`config.mk`:
```
export PLATFORM = sky130hd
export DESIGN_NAME = smw_timer
export DESIGN_NICKNAME = d
export VERILOG_FILES = /design/src/smw_pkg.sv /design/src/smw_sync2.sv /design/src/smw_timer.sv
export VERILOG_INCLUDE_DIRS = /design/src
export SDC_FILE = /design/constraint.sdc
export NUM_CORES = 1
export LEC_CHECK = 0
export CORE_MARGIN = 5
export CORE_UTILIZATION = 60
export CTS_CLUSTER_SIZE = 24
export DETAILED_ROUTE_END_ITERATION = 10
export DONT_BUFFER_PORTS = 1
export PLACE_DENSITY = 0.76
export RECOVER_POWER = 100
export SLEW_MARGIN = 10
export SYNTH_ARGS = -nofsm -noshare
export SYNTH_HDL_FRONTEND = slang
export SYNTH_SLANG_ARGS = --single-unit
```
`constraint.sdc`:
```
create_clock -name clk_sys -period 2.9 [get_ports clk_sys]
set_input_delay 0.145 -clock clk_sys [delete_from_list [all_inputs] [get_ports clk_sys]]
set_output_delay 0.145 -clock clk_sys [all_outputs]
set_load 0.03 [all_outputs]
```
`src/smw_consts.svh`:
```
// register offsets, field positions and reset values of the window measure timer
`ifndef SMW_CONSTS_SVH
`define SMW_CONSTS_SVH

// ****************************************************************
// register word indices (byte address is four times the index)
// ****************************************************************
`define SMW_IDX_IRQ_EN      6'h00
`define SMW_IDX_IRQ_FLAG    6'h01
`define SMW_IDX_CLK_SEL     6'h02
`define SMW_IDX_CTRL0       6'h03
`define SMW_IDX_CTRL1       6'h04
`define SMW_IDX_CPR_LOW     6'h05
`define SMW_IDX_CPR_HIGH    6'h06
`define SMW_IDX_CPR_UPPER   6'h07
`define SMW_IDX_CPW_LOW     6'h08
`define SMW_IDX_CPW_HIGH    6'h09
`define SMW_IDX_CPW_UPPER   6'h0A
`define SMW_IDX_PR_LOW      6'h0B
`define SMW_IDX_PR_HIGH     6'h0C
`define SMW_IDX_PR_UPPER    6'h0D
`define SMW_IDX_SIG_SEL     6'h0E
`define SMW_IDX_STATUS      6'h0F
`define SMW_IDX_CNT_LOW     6'h10
`define SMW_IDX_CNT_HIGH    6'h11
`define SMW_IDX_CNT_UPPER   6'h12
`define SMW_IDX_WIN_SEL     6'h13

// ****************************************************************
// field positions
// ****************************************************************
`define SMW_IRQ_PW_BIT      2
`define SMW_IRQ_PR_BIT      1
`define SMW_IRQ_MATCH_BIT   0
`define SMW_CTRL0_EN_BIT    7
`define SMW_CTRL0_STP_BIT   5
`define SMW_CTRL0_WPOL_BIT  4
`define SMW_CTRL0_SPOL_BIT  3
`define SMW_CTRL0_CPOL_BIT  2
`define SMW_CTRL1_GO_BIT    7
`define SMW_CTRL1_RPT_BIT   6
`define SMW_CTRL1_ASYN_BIT  5
`define SMW_STAT_RST_BIT    5

// ****************************************************************
// encodings and reset values
// ****************************************************************
`define SMW_MODE_WINDOWED   4'h5
`define SMW_RST_BYTE        8'h00
`define SMW_RST_PERIOD      24'hFFFFFF
`define SMW_RST_COUNT       24'h000000

`endif

```
`src/smw_pkg.sv`:
```
// types shared by the window measure timer files
package smw_pkg;

  // ****************************************************************
  // classic wishbone request from the master
  // ****************************************************************
  typedef struct packed {
    logic        cyc;
    logic        stb;
    logic        we;
    logic [3:0]  sel;
    logic [7:0]  adr;
    logic [31:0] dat;
  } smw_wb_req_s;

  // ****************************************************************
  // measurement sequencer, gray along idle, armed, measuring
  // ****************************************************************
  typedef enum logic [1:0] {
    SMW_IDLE  = 2'h0,
    SMW_ARMED = 2'h1,
    SMW_MEAS  = 2'h3
  } smw_state_e;

endpackage

```
`src/smw_sync2.sv`:
```
// two flip-flop synchroniser of parameterised width
`timescale 1ns/1ps

module smw_sync2 #(
  parameter int WIDTH = 1
) (
  // clock and reset
  input  wire logic             clk_sys,
  input  wire logic             nrst,
  // data
  input  wire logic [WIDTH-1:0] d,
  output logic      [WIDTH-1:0] q
);

  logic [WIDTH-1:0] meta;

  // first stage feeds only the second stage
  always_ff @(posedge clk_sys or negedge nrst) begin
    if (!nrst) begin
      meta <= '0;
      q    <= '0;
    end else begin
      meta <= d;
      q    <= meta;
    end
  end

endmodule

```
`src/smw_timer.sv`:
```
// window measure timer with capture registers, interrupts and wishbone slave
//
// Behaviour
// - rising window edge starts the timer counting
// - next rising edge captures period, clears timer
// - three interrupt sources: width, period, match
// - width capture sets width flag, enable gates irq
// - period capture sets period flag, enable gates irq
// - sync modes align trigger, async modes do not
// - every trigger synchronised before flag is set
// - timer equal period limit sets match flag unless a period capture falls on the same tick
//
// The implementer's own choices: the placing of the registers and register access over Wishbone.
`timescale 1ns/1ps
`include "smw_consts.svh"

module smw_timer (
  // clock and reset
  input  wire logic                 clk_sys,
  input  wire logic                 nrst,
  // wishbone slave
  input  wire smw_pkg::smw_wb_req_s wb_req,
  output logic                      wb_ack,
  output logic [31:0]               wb_dat_r,
  // window input pins
  input  wire logic [7:0]           window_input,
  // interrupt
  output logic                      irq
);

  // ****************************************************************
  // registers
  // ****************************************************************
  logic [2:0]          irq_enable;
  logic [2:0]          irq_flag;
  logic [2:0]          clk_sel;
  logic                en;
  logic                stp;
  logic                wpol;
  logic                spol;
  logic                cpol;
  logic [1:0]          prescale;
  logic                go;
  logic                repeat_en;
  logic                async_trig;
  logic [3:0]          mode;
  logic [4:0]          sig_sel;
  logic [4:0]          win_sel;
  logic [23:0]         period_capture_reg;
  logic [23:0]         width_capture_reg;
  logic [23:0]         period_limit_reg;
  logic [23:0]         count_reg;
  logic [2:0]          pre_cnt;
  logic                win_prev;
  logic [2:0]          trig_aligned;
  smw_pkg::smw_state_e state;
  smw_pkg::smw_state_e next_state;

  // ****************************************************************
  // bus decode
  // ****************************************************************
  wire       acc    = wb_req.cyc && wb_req.stb && !wb_ack;
  wire       wr     = acc && wb_req.we && wb_req.sel[0];
  wire [5:0] idx    = wb_req.adr[7:2];
  wire [7:0] wdat   = wb_req.dat[7:0];

  // per register write strobes
  wire wr_ie     = wr && (idx == `SMW_IDX_IRQ_EN);
  wire wr_flag   = wr && (idx == `SMW_IDX_IRQ_FLAG);
  wire wr_clk    = wr && (idx == `SMW_IDX_CLK_SEL);
  wire wr_ctrl0  = wr && (idx == `SMW_IDX_CTRL0);
  wire wr_ctrl1  = wr && (idx == `SMW_IDX_CTRL1);
  wire wr_pr_l   = wr && (idx == `SMW_IDX_PR_LOW);
  wire wr_pr_h   = wr && (idx == `SMW_IDX_PR_HIGH);
  wire wr_pr_u   = wr && (idx == `SMW_IDX_PR_UPPER);
  wire wr_sig    = wr && (idx == `SMW_IDX_SIG_SEL);
  wire wr_stat   = wr && (idx == `SMW_IDX_STATUS);
  wire wr_cnt_l  = wr && (idx == `SMW_IDX_CNT_LOW);
  wire wr_cnt_h  = wr && (idx == `SMW_IDX_CNT_HIGH);
  wire wr_cnt_u  = wr && (idx == `SMW_IDX_CNT_UPPER);
  wire wr_win    = wr && (idx == `SMW_IDX_WIN_SEL);
  wire wr_cnt    = wr_cnt_l || wr_cnt_h || wr_cnt_u;
  wire rst_req   = wr_stat && wdat[`SMW_STAT_RST_BIT];

  // ****************************************************************
  // window input path
  // ****************************************************************
  logic [7:0] win_sync;

  // pins cross into the clock domain first
  smw_sync2 #(
    .WIDTH (8)
  ) u_win_sync (
    .clk_sys (clk_sys),
    .nrst    (nrst),
    .d       (window_input),
    .q       (win_sync)
  );

  // selected window level with polarity and edges
  wire win_lvl  = win_sync[win_sel[2:0]] ^ wpol;
  wire win_rise = win_lvl && !win_prev;
  wire win_fall = !win_lvl && win_prev;

  // previous level for edge detection
  always_ff @(posedge clk_sys or negedge nrst) begin
    if (!nrst) begin
      win_prev <= 1'b0;
    end else begin
      win_prev <= win_lvl;
    end
  end

  // ****************************************************************
  // prescaler giving the count tick
  // ****************************************************************
  wire tick = (prescale == 2'h0) ? 1'b1 :
              (prescale == 2'h1) ? (pre_cnt[0] == 1'b0) :
              (prescale == 2'h2) ? (pre_cnt[1:0] == 2'h0) :
                                   (pre_cnt == 3'h0);

  // prescale counter, runs while measuring, cleared to zero in idle and armed
  always_ff @(posedge clk_sys or negedge nrst) begin
    if (!nrst) begin
      pre_cnt <= 3'h0;
    end else if (state == smw_pkg::SMW_MEAS) begin
      pre_cnt <= pre_cnt + 3'h1;
    end else begin
      pre_cnt <= 3'h0;
    end
  end

  // ****************************************************************
  // measurement sequencer
  // ****************************************************************
  wire run       = en && go && (mode == `SMW_MODE_WINDOWED);
  wire measuring = (state == smw_pkg::SMW_MEAS);
  wire cap_pr    = run && measuring && win_rise;
  wire cap_pw    = run && measuring && win_fall;
  wire match_hit = run && measuring && tick && !cap_pr && (count_reg == period_limit_reg);

  // next state selection
  always_comb begin
    next_state = state;
    case (state)
      smw_pkg::SMW_IDLE: begin
        if (run) begin
          next_state = smw_pkg::SMW_ARMED;
        end
      end
      smw_pkg::SMW_ARMED: begin
        if (!run) begin
          next_state = smw_pkg::SMW_IDLE;
        end else if (win_rise) begin
          next_state = smw_pkg::SMW_MEAS;
        end
      end
      smw_pkg::SMW_MEAS: begin
        if (!run) begin
          next_state = smw_pkg::SMW_IDLE;
        end else if (win_rise && !repeat_en) begin
          next_state = smw_pkg::SMW_IDLE;
        end
      end
      default: begin
        next_state = smw_pkg::SMW_IDLE;
      end
    endcase
  end

  // state register
  always_ff @(posedge clk_sys or negedge nrst) begin
    if (!nrst) begin
      state <= smw_pkg::SMW_IDLE;
    end else begin
      state <= next_state;
    end
  end

  // ****************************************************************
  // timer and captures
  // ****************************************************************
  wire        arm_start = run && (state == smw_pkg::SMW_ARMED) && win_rise;
  wire [23:0] cnt_load  = {wr_cnt_u ? wdat : count_reg[23:16],
                           wr_cnt_h ? wdat : count_reg[15:8],
                           wr_cnt_l ? wdat : count_reg[7:0]};
  wire [23:0] next_count =
    wr_cnt                          ? cnt_load :
    (rst_req || arm_start)          ? `SMW_RST_COUNT :
    (cap_pr || match_hit)           ? `SMW_RST_COUNT :
    (measuring && run && tick)      ? count_reg + 24'h000001 :
                                      count_reg;

  // timer register
  always_ff @(posedge clk_sys or negedge nrst) begin
    if (!nrst) begin
      count_reg <= `SMW_RST_COUNT;
    end else begin
      count_reg <= next_count;
    end
  end

  // capture registers take the timer before it clears
  always_ff @(posedge clk_sys or negedge nrst) begin
    if (!nrst) begin
      period_capture_reg <= `SMW_RST_COUNT;
      width_capture_reg  <= `SMW_RST_COUNT;
    end else begin
      if (cap_pr) begin
        period_capture_reg <= count_reg;
      end
      if (cap_pw) begin
        width_capture_reg <= count_reg;
      end
    end
  end

  // ****************************************************************
  // interrupt triggers and flags
  // ****************************************************************
  wire [2:0] trig_raw = {cap_pw, cap_pr, match_hit};
  wire [2:0] trig_pick = async_trig ? trig_raw : trig_aligned;
  logic [2:0] trig_cpu;

  // alignment stage used in synchronous modes
  always_ff @(posedge clk_sys or negedge nrst) begin
    if (!nrst) begin
      trig_aligned <= 3'h0;
    end else begin
      trig_aligned <= trig_raw;
    end
  end

  // every trigger crosses a synchroniser before the flag
  smw_sync2 #(
    .WIDTH (3)
  ) u_trig_sync (
    .clk_sys (clk_sys),
    .nrst    (nrst),
    .d       (trig_pick),
    .q       (trig_cpu)
  );

  // sticky flags, write one clears, a new event wins
  wire [2:0] flag_clr  = wr_flag ? wdat[2:0] : 3'h0;
  wire [2:0] next_flag = (irq_flag & ~flag_clr) | trig_cpu;

  // flag register and masked interrupt output
  always_ff @(posedge clk_sys or negedge nrst) begin
    if (!nrst) begin
      irq_flag <= 3'h0;
      irq      <= 1'b0;
    end else begin
      irq_flag <= next_flag;
      irq      <= |(irq_flag & irq_enable);
    end
  end

  // ****************************************************************
  // software control registers
  // ****************************************************************
  always_ff @(posedge clk_sys or negedge nrst) begin
    if (!nrst) begin
      irq_enable <= 3'h0;
      clk_sel    <= 3'h0;
      sig_sel    <= 5'h00;
      win_sel    <= 5'h00;
    end else begin
      if (wr_ie) irq_enable <= wdat[2:0];
      if (wr_clk) clk_sel <= wdat[2:0];
      if (wr_sig) sig_sel <= wdat[4:0];
      if (wr_win) win_sel <= wdat[4:0];
    end
  end

  // mode and polarity control
  always_ff @(posedge clk_sys or negedge nrst) begin
    if (!nrst) begin
      {en, stp, wpol, spol, cpol, prescale} <= 7'h00;
      {repeat_en, async_trig, mode}         <= 6'h00;
    end else begin
      if (wr_ctrl0) begin
        en       <= wdat[`SMW_CTRL0_EN_BIT];
        stp      <= wdat[`SMW_CTRL0_STP_BIT];
        wpol     <= wdat[`SMW_CTRL0_WPOL_BIT];
        spol     <= wdat[`SMW_CTRL0_SPOL_BIT];
        cpol     <= wdat[`SMW_CTRL0_CPOL_BIT];
        prescale <= wdat[1:0];
      end
      if (wr_ctrl1) begin
        repeat_en  <= wdat[`SMW_CTRL1_RPT_BIT];
        async_trig <= wdat[`SMW_CTRL1_ASYN_BIT];
        mode       <= wdat[3:0];
      end
    end
  end

  // go bit: software sets, a single shot capture clears it
  always_ff @(posedge clk_sys or negedge nrst) begin
    if (!nrst) begin
      go <= 1'b0;
    end else if (wr_ctrl1) begin
      go <= wdat[`SMW_CTRL1_GO_BIT];
    end else if (cap_pr && !repeat_en) begin
      go <= 1'b0;
    end
  end

  // period limit bytes
  always_ff @(posedge clk_sys or negedge nrst) begin
    if (!nrst) begin
      period_limit_reg <= `SMW_RST_PERIOD;
    end else begin
      if (wr_pr_l) period_limit_reg[7:0]   <= wdat;
      if (wr_pr_h) period_limit_reg[15:8]  <= wdat;
      if (wr_pr_u) period_limit_reg[23:16] <= wdat;
    end
  end

  // ****************************************************************
  // read data selection
  // ****************************************************************
  wire [7:0] stat_rd = {2'h0, 1'b0, 2'h0, measuring, win_lvl, (state != smw_pkg::SMW_IDLE)};
  logic [7:0] rd_byte;

  always_comb begin
    case (idx)
      `SMW_IDX_IRQ_EN:    rd_byte = {5'h00, irq_enable};
      `SMW_IDX_IRQ_FLAG:  rd_byte = {5'h00, irq_flag};
      `SMW_IDX_CLK_SEL:   rd_byte = {5'h00, clk_sel};
      `SMW_IDX_CTRL0:     rd_byte = {en, 1'b0, stp, wpol, spol, cpol, prescale};
      `SMW_IDX_CTRL1:     rd_byte = {go, repeat_en, async_trig, 1'b0, mode};
      `SMW_IDX_CPR_LOW:   rd_byte = period_capture_reg[7:0];
      `SMW_IDX_CPR_HIGH:  rd_byte = period_capture_reg[15:8];
      `SMW_IDX_CPR_UPPER: rd_byte = period_capture_reg[23:16];
      `SMW_IDX_CPW_LOW:   rd_byte = width_capture_reg[7:0];
      `SMW_IDX_CPW_HIGH:  rd_byte = width_capture_reg[15:8];
      `SMW_IDX_CPW_UPPER: rd_byte = width_capture_reg[23:16];
      `SMW_IDX_PR_LOW:    rd_byte = period_limit_reg[7:0];
      `SMW_IDX_PR_HIGH:   rd_byte = period_limit_reg[15:8];
      `SMW_IDX_PR_UPPER:  rd_byte = period_limit_reg[23:16];
      `SMW_IDX_SIG_SEL:   rd_byte = {3'h0, sig_sel};
      `SMW_IDX_STATUS:    rd_byte = stat_rd;
      `SMW_IDX_CNT_LOW:   rd_byte = count_reg[7:0];
      `SMW_IDX_CNT_HIGH:  rd_byte = count_reg[15:8];
      `SMW_IDX_CNT_UPPER: rd_byte = count_reg[23:16];
      `SMW_IDX_WIN_SEL:   rd_byte = {3'h0, win_sel};
      default:            rd_byte = `SMW_RST_BYTE;
    endcase
  end

  // ****************************************************************
  // bus answer, one wait cycle then ack for one cycle
  // ****************************************************************
  always_ff @(posedge clk_sys or negedge nrst) begin
    if (!nrst) begin
      wb_ack   <= 1'b0;
      wb_dat_r <= 32'h00000000;
    end else begin
      wb_ack   <= acc;
      wb_dat_r <= acc ? {24'h000000, rd_byte} : 32'h00000000;
    end
  end

endmodule

```
# After elaboration in Yosys (flattened, before gate mapping)
# Index checks and enable logic that the tools add are counted.
[word_totals]
reg_bits = 170
in_bits = 57
output_inout_bits = 34
[op_classes]
addsub = 2
n_lt_le_gt_ge = 1
n_eq_ne = 31
mux = 25
bitwise = 6
reduce_logical = 55
[op_table]
columns = ["cell", "n"]
rows = [
  ["$pmux 8 s20", 1],
  ["$mux 24", 4],
  ["$eq 6x4->1 const B", 8],
  ["$logic_and 1x1->1", 33],
  ["$mux 8", 4],
  ["$add 24x1->24 const B", 1],
  ["$eq 24x24->1", 1],
  ["$eq 6x3->1 const B", 4],
  ["$eq 6x5->1 const B", 4],
  ["$eq 6x2->1 const B", 2],
  ["$mux 2", 5],
  ["$mux 3", 3],
  ["$ne 2x2->1 const B", 4],
  ["$and 3x3->3", 2],
  ["$eq 6x1->1 const B", 1],
  ["$logic_not 2->1", 3],
  ["$logic_not 6->1", 1],
  ["$mux 1", 6],
  ["$pmux 2 s3", 1],
  ["$reduce_and 2->1", 3],
  ["$logic_not 1->1", 5],
  ["$eq 2x1->1 const B", 2],
  ["$eq 2x2->1 const B", 2],
  ["$eq 4x3->1 const B", 1],
  ["15 further kinds", 19],
]

# Logic depth before layout (Yosys ltp)
[depth]
word_depth = 12
mapped_depth = 9
ltp_nobuf = 8

# Hierarchy
# A second synthesis with hierarchy kept.
[unflattened]
cells_unflattened = 803
hier_area_um2 = 8660.8
[by_module_without_submodules]
columns = ["mod", "instances", "cells_each", "area_each_um2", "seq_area_each_um2"]
rows = [
  ["smw_timer", 1, 781, 8110.3, 3733.6],
  ["smw_sync2 (u_win_sync)", 1, 16, 400.4, 400.4],
  ["smw_sync2 (u_trig_sync)", 1, 6, 150.1, 150.1],
]

# Worst setup path before layout
# Ideal clock, no wire load.
[synth_path]
path_kind = "reg2reg"
startpoint = "reg win_sel[0]"
endpoint = "reg count_reg[1]"
t_arrival_ns = 2.330
t_required_ns = 2.772
setup_slack_ns = 0.443
path_stages_with_launch = 8
path_buffers = 1
synth_period_minus_slack_ns = 2.457
cell_sequence = "dfrtp_1 mux4_1 mux2i_4 mux2i_2 o31ai_4 and2_1 buf_4 mux2_1"
[synth_between]
elab_chain_cells = 12
[synth_rtl]
columns = ["element", "line_no", "rtl"]
rows = [
  ["start: declaration", "smw_timer.sv:48", "logic [4:0] win_sel;"],
  ["start signal: assignment", "smw_timer.sv:272", "if (wr_win) win_sel <= wdat[4:0];"],
  ["$bmux 1 s3 *", "smw_timer.sv:101", "wire win_lvl = win_sync[win_sel[2:0]] ^ wpol;"],
  ["$mux 1 (implied by the code) *", "smw_timer.sv:101", ""],
  ["$xor 1x1->1 *", "smw_timer.sv:101", ""],
  ["$logic_and 1x1->1 *", "smw_timer.sv:102", "wire win_rise = win_lvl && !win_prev;"],
  ["$logic_and 1x1->1", "smw_timer.sv:138", "wire cap_pr = run && measuring && win_rise;"],
  ["$logic_not 1->1", "smw_timer.sv:140", "wire match_hit = run && measuring && tick && !cap_pr && (count_reg == period_limit_reg);"],
  ["$logic_and 1x1->1 (2 in a row)", "smw_timer.sv:140", ""],
  ["$logic_or 1x1->1", "smw_timer.sv:190", "(cap_pr || match_hit) ? `SMW_RST_COUNT :"],
  ["$mux 24", "smw_timer.sv:190", ""],
  ["$mux 24", "smw_timer.sv:189", "(rst_req || arm_start) ? `SMW_RST_COUNT :"],
  ["$mux 24", "smw_timer.sv:188", "wr_cnt ? cnt_load :"],
  ["end signal: assignment", "smw_timer.sv:197", "count_reg <= `SMW_RST_COUNT;"],
  ["end signal: assignment", "smw_timer.sv:199", "count_reg <= next_count;"],
  ["end: declaration", "smw_timer.sv:52", "logic [23:0] count_reg;"],
]
# Every way passes the cells marked *; elsewhere a longest branch is shown, timed or not. The select of a mux whose other input is x is not followed.
# A chain may end at the register's enable or synchronous reset.

# Worst setup path after layout
[layout_path]
startpoint = "reg win_sel[0]"
endpoint = "reg count_reg[7]"
# The elaborated chain is that of the path after synthesis.

==> flow_summary.ini <==
[pwr]
seqPwrFrac_pct = 49.7
p_int_mw = 3.76
peakVddDrop_mv = 0.418
powerDensity_mw_per_mm2 = 498
switching_share_pct = 23.4
power.switching_mw = 1.15
combPwrFrac_pct = 4.7
power_leakage_nw = 4.29
clkPwrFrac_pct = 45.7

[die]
rows = 44
fp.dieArea_sq_mm = 0.0174
start_util_pct = 61.2
ios = 91
die_w_microns = 132
core_area_sq_mm = 0.0145
die_y_microns = 132

[routing]
routedWlPerCell_microns = 26.1
drtIter0Drc = 980
route.final.wire_length_mm = 26.5
dr.pass1.iters = 5
ant_nets = 0
viasPerCell = 6.96
via_count = 7049
drc = 0

[critical_path]
path_class = reg2reg
r2r-end = count_reg[7]
crit_fanout = 7
cp-start-kind = flip-flop
cp-end-kind = flip-flop
critPathArrivalTime_ns = 3.07
reg2regPathDepth = 7
rr_startpoint = win_sel[0]
crit_required_ns = 3.20
r2r_slack_ns = 0.13

[run_status]
status = finished, violations left
violations = negative hold slack

[logic_synthesis]
ys_seq_area_share_pct = 48.2
synth-main-ff-cell = dfrtp_1
yosysTopAreaCell = dfrtp_1
synth_edf_count = 0
yosys_warnings = 0
synth_common_cells = 146 x dfrtp_1, 110 x mux2_2, 58 x nand2_1, 41 x clkbuf_1, 30 x nor2_1
yosysUniqueCellTypes = 71
synth.cell_area_sq_mm = 0.00890
synthTopCellsByArea = dfrtp_1 41%, mux2_2 14%, dfstp_2 7.1%
synth_top_cell_area_share_pct = 41.1
async_reset_ff_share_pct = 100
synth.most_common_cell = dfrtp_1
synthCells = 790
synth_seq_cells = 170
avgSynthCellArea_sq_um = 11.3

[clock_network]
cts_buffer_depth = 2
clock-root-buffer = clkbuf_16
cts_max_level = 4
postCtsHoldBufs = 20
cts_tree = yes
cts.sinks = 170
cts-buffers-inserted = 17
cts_setup_buffers = 0
path_clk_slew_ns = 0.06
clock_latency_ns = 0.44

[timing]
skew_ns = 0.0117
setup_tns_ns = 0
rsz0062_at_grt = false
setup_viol = 0
hold_slack_ns = -0.592
slew-limit-headroom_pct = 14.0
maxSlewViolCount = 0
final-hold-violation-count = 170
worstMarginPinSlew_ns = 1.28
fmax_mhz = 361
fin_crit_ns = 2.77
fin_ws_ns = 0.131
fin_crit_sh_pct = 95.5

[placed_design]
io_buffers = 0
gp_congestion = 1.05
pre_cts_slack_ns = 0.000711
dp_hpwl_mm = 18.2

[grt]
grt_start_max_net_pins = 171
overflow = 0
antenna_found_initial = 1
grt_usage_pct = 31.2
grt_pass1_wl_mm = 41.8
grt_pass1_vias = 6973

[final_layout]
drive_above_1_share_pct = 26.9
area_growth_pct = 10.9
num-fill-cells = 1099
diodes = 0
fin_nets = 877

[hold_path]
hp-class = in2async

[flow_run]
drv_cap = 0
## logic make-up after synthesis
family | after synthesis | synth area share [%]
buffers and inverters | 96 | 5.70
XOR/XNOR | 26 | 2.56
AND/OR/NAND/NOR | 214 | 12.5
adder cells (fa/ha/maj) | 3 | 0.422
multiplexers | 130 | 17.9
other | 1 | 0.0421
flip-flops | 170 | 48.2
AO/OA/AOI/OAI | 150 | 12.7
## power groups by stage
| stage | Clock (mW) | Combinational [mW] | Sequential, mW |
|---|---|---|---|
| floorplan | 0 | 0.194 | 2.47 |
| CTS | 2.26 | 0.226 | 2.44 |
| detailed placement | 0 | 0.187 | 2.48 |
| global placement | 0 | 0.183 | 2.48 |
| finish | 2.25 | 0.229 | 2.44 |
| global route | 2.37 | 0.240 | 2.44 |
## placed cells by master, fill, tap and decap left out, types with 17 or more instances in the layout
cell type,count
a22oi_1,17
a31oi_1,23
buf_4,34
clkbuf_16,17
conb_1,24
dfrtp_1,146
dfstp_2,24
dlygate4sd3_1,20
mux2_2,109
nand2_1,58
nand3_1,25
nand4_1,23
nor2_1,31
nor3_1,22
o21ai_0,19
xnor2_1,26
## worst max-delay path by stage
| stage | cells past startpoint | start | to |
|---|---|---|---|
| global route | 7 | win_sel[0] | width_capture_reg[19] |
| floorplan | 7 | win_sel[0] | count_reg[1] |
| global placement | 7 | win_sel[0] | count_reg[17] |
| finish | 7 | win_sel[0] | count_reg[7] |
| CTS | 7 | win_sel[0] | count_reg[18] |
| detailed placement | 7 | win_sel[0] | count_reg[17] |
## per-layer routing
layer | part of all wire, % | global-route usage (%) | vias up
li1 | - | - | 2962
met1 | 38 | 41.8 | 3471
met2 | 45 | 46.9 | 525
met3 | 11 | 8.82 | 91
met4 | 5.0 | 15.3 | 0
met5 | 0 | 0 | -
## critical path, stage by stage (launching register included)
cell and delay, ns:
dfrtp_1 0.41, mux4_1 0.62, mux2i_4 0.29, mux2i_4 0.18, o31ai_4 0.42, and2_1 0.34, clkbuf_2 0.20, o221ai_1 0.15
## layout make-up
class                           count  area, sq um  area share [%]
Tap cell                          184          230            2.33
Sequential cell                   170         4280            43.4
Multi-Input combinational cell    547         4220            42.7
Timing Repair Buffer               65          500            5.07
Clock inverter                     14          150            1.52
Clock buffer                       17          425            4.31
Inverter                           16         60.1           0.609
## per-stage QoR
stage	power [mW]	area (sq um)	cells	util [%]
after detailed placement	2.67	9120	962	62.7
after CTS	4.93	9900	1013	68.1
after global routing	5.06	9870	1013	67.9
after floorplan	2.67	8980	813	-
final	4.92	9870	1013	67.9
after global placement	2.67	9120	962	62.7
## timing repair
item | 4_1_cts | 5_1_grt
resized for setup | 1 | 2
hold endpoints to repair | 237 | 170
endpoints found under the setup margin | 6 | 22
Power figures use the tool's default switching activity.
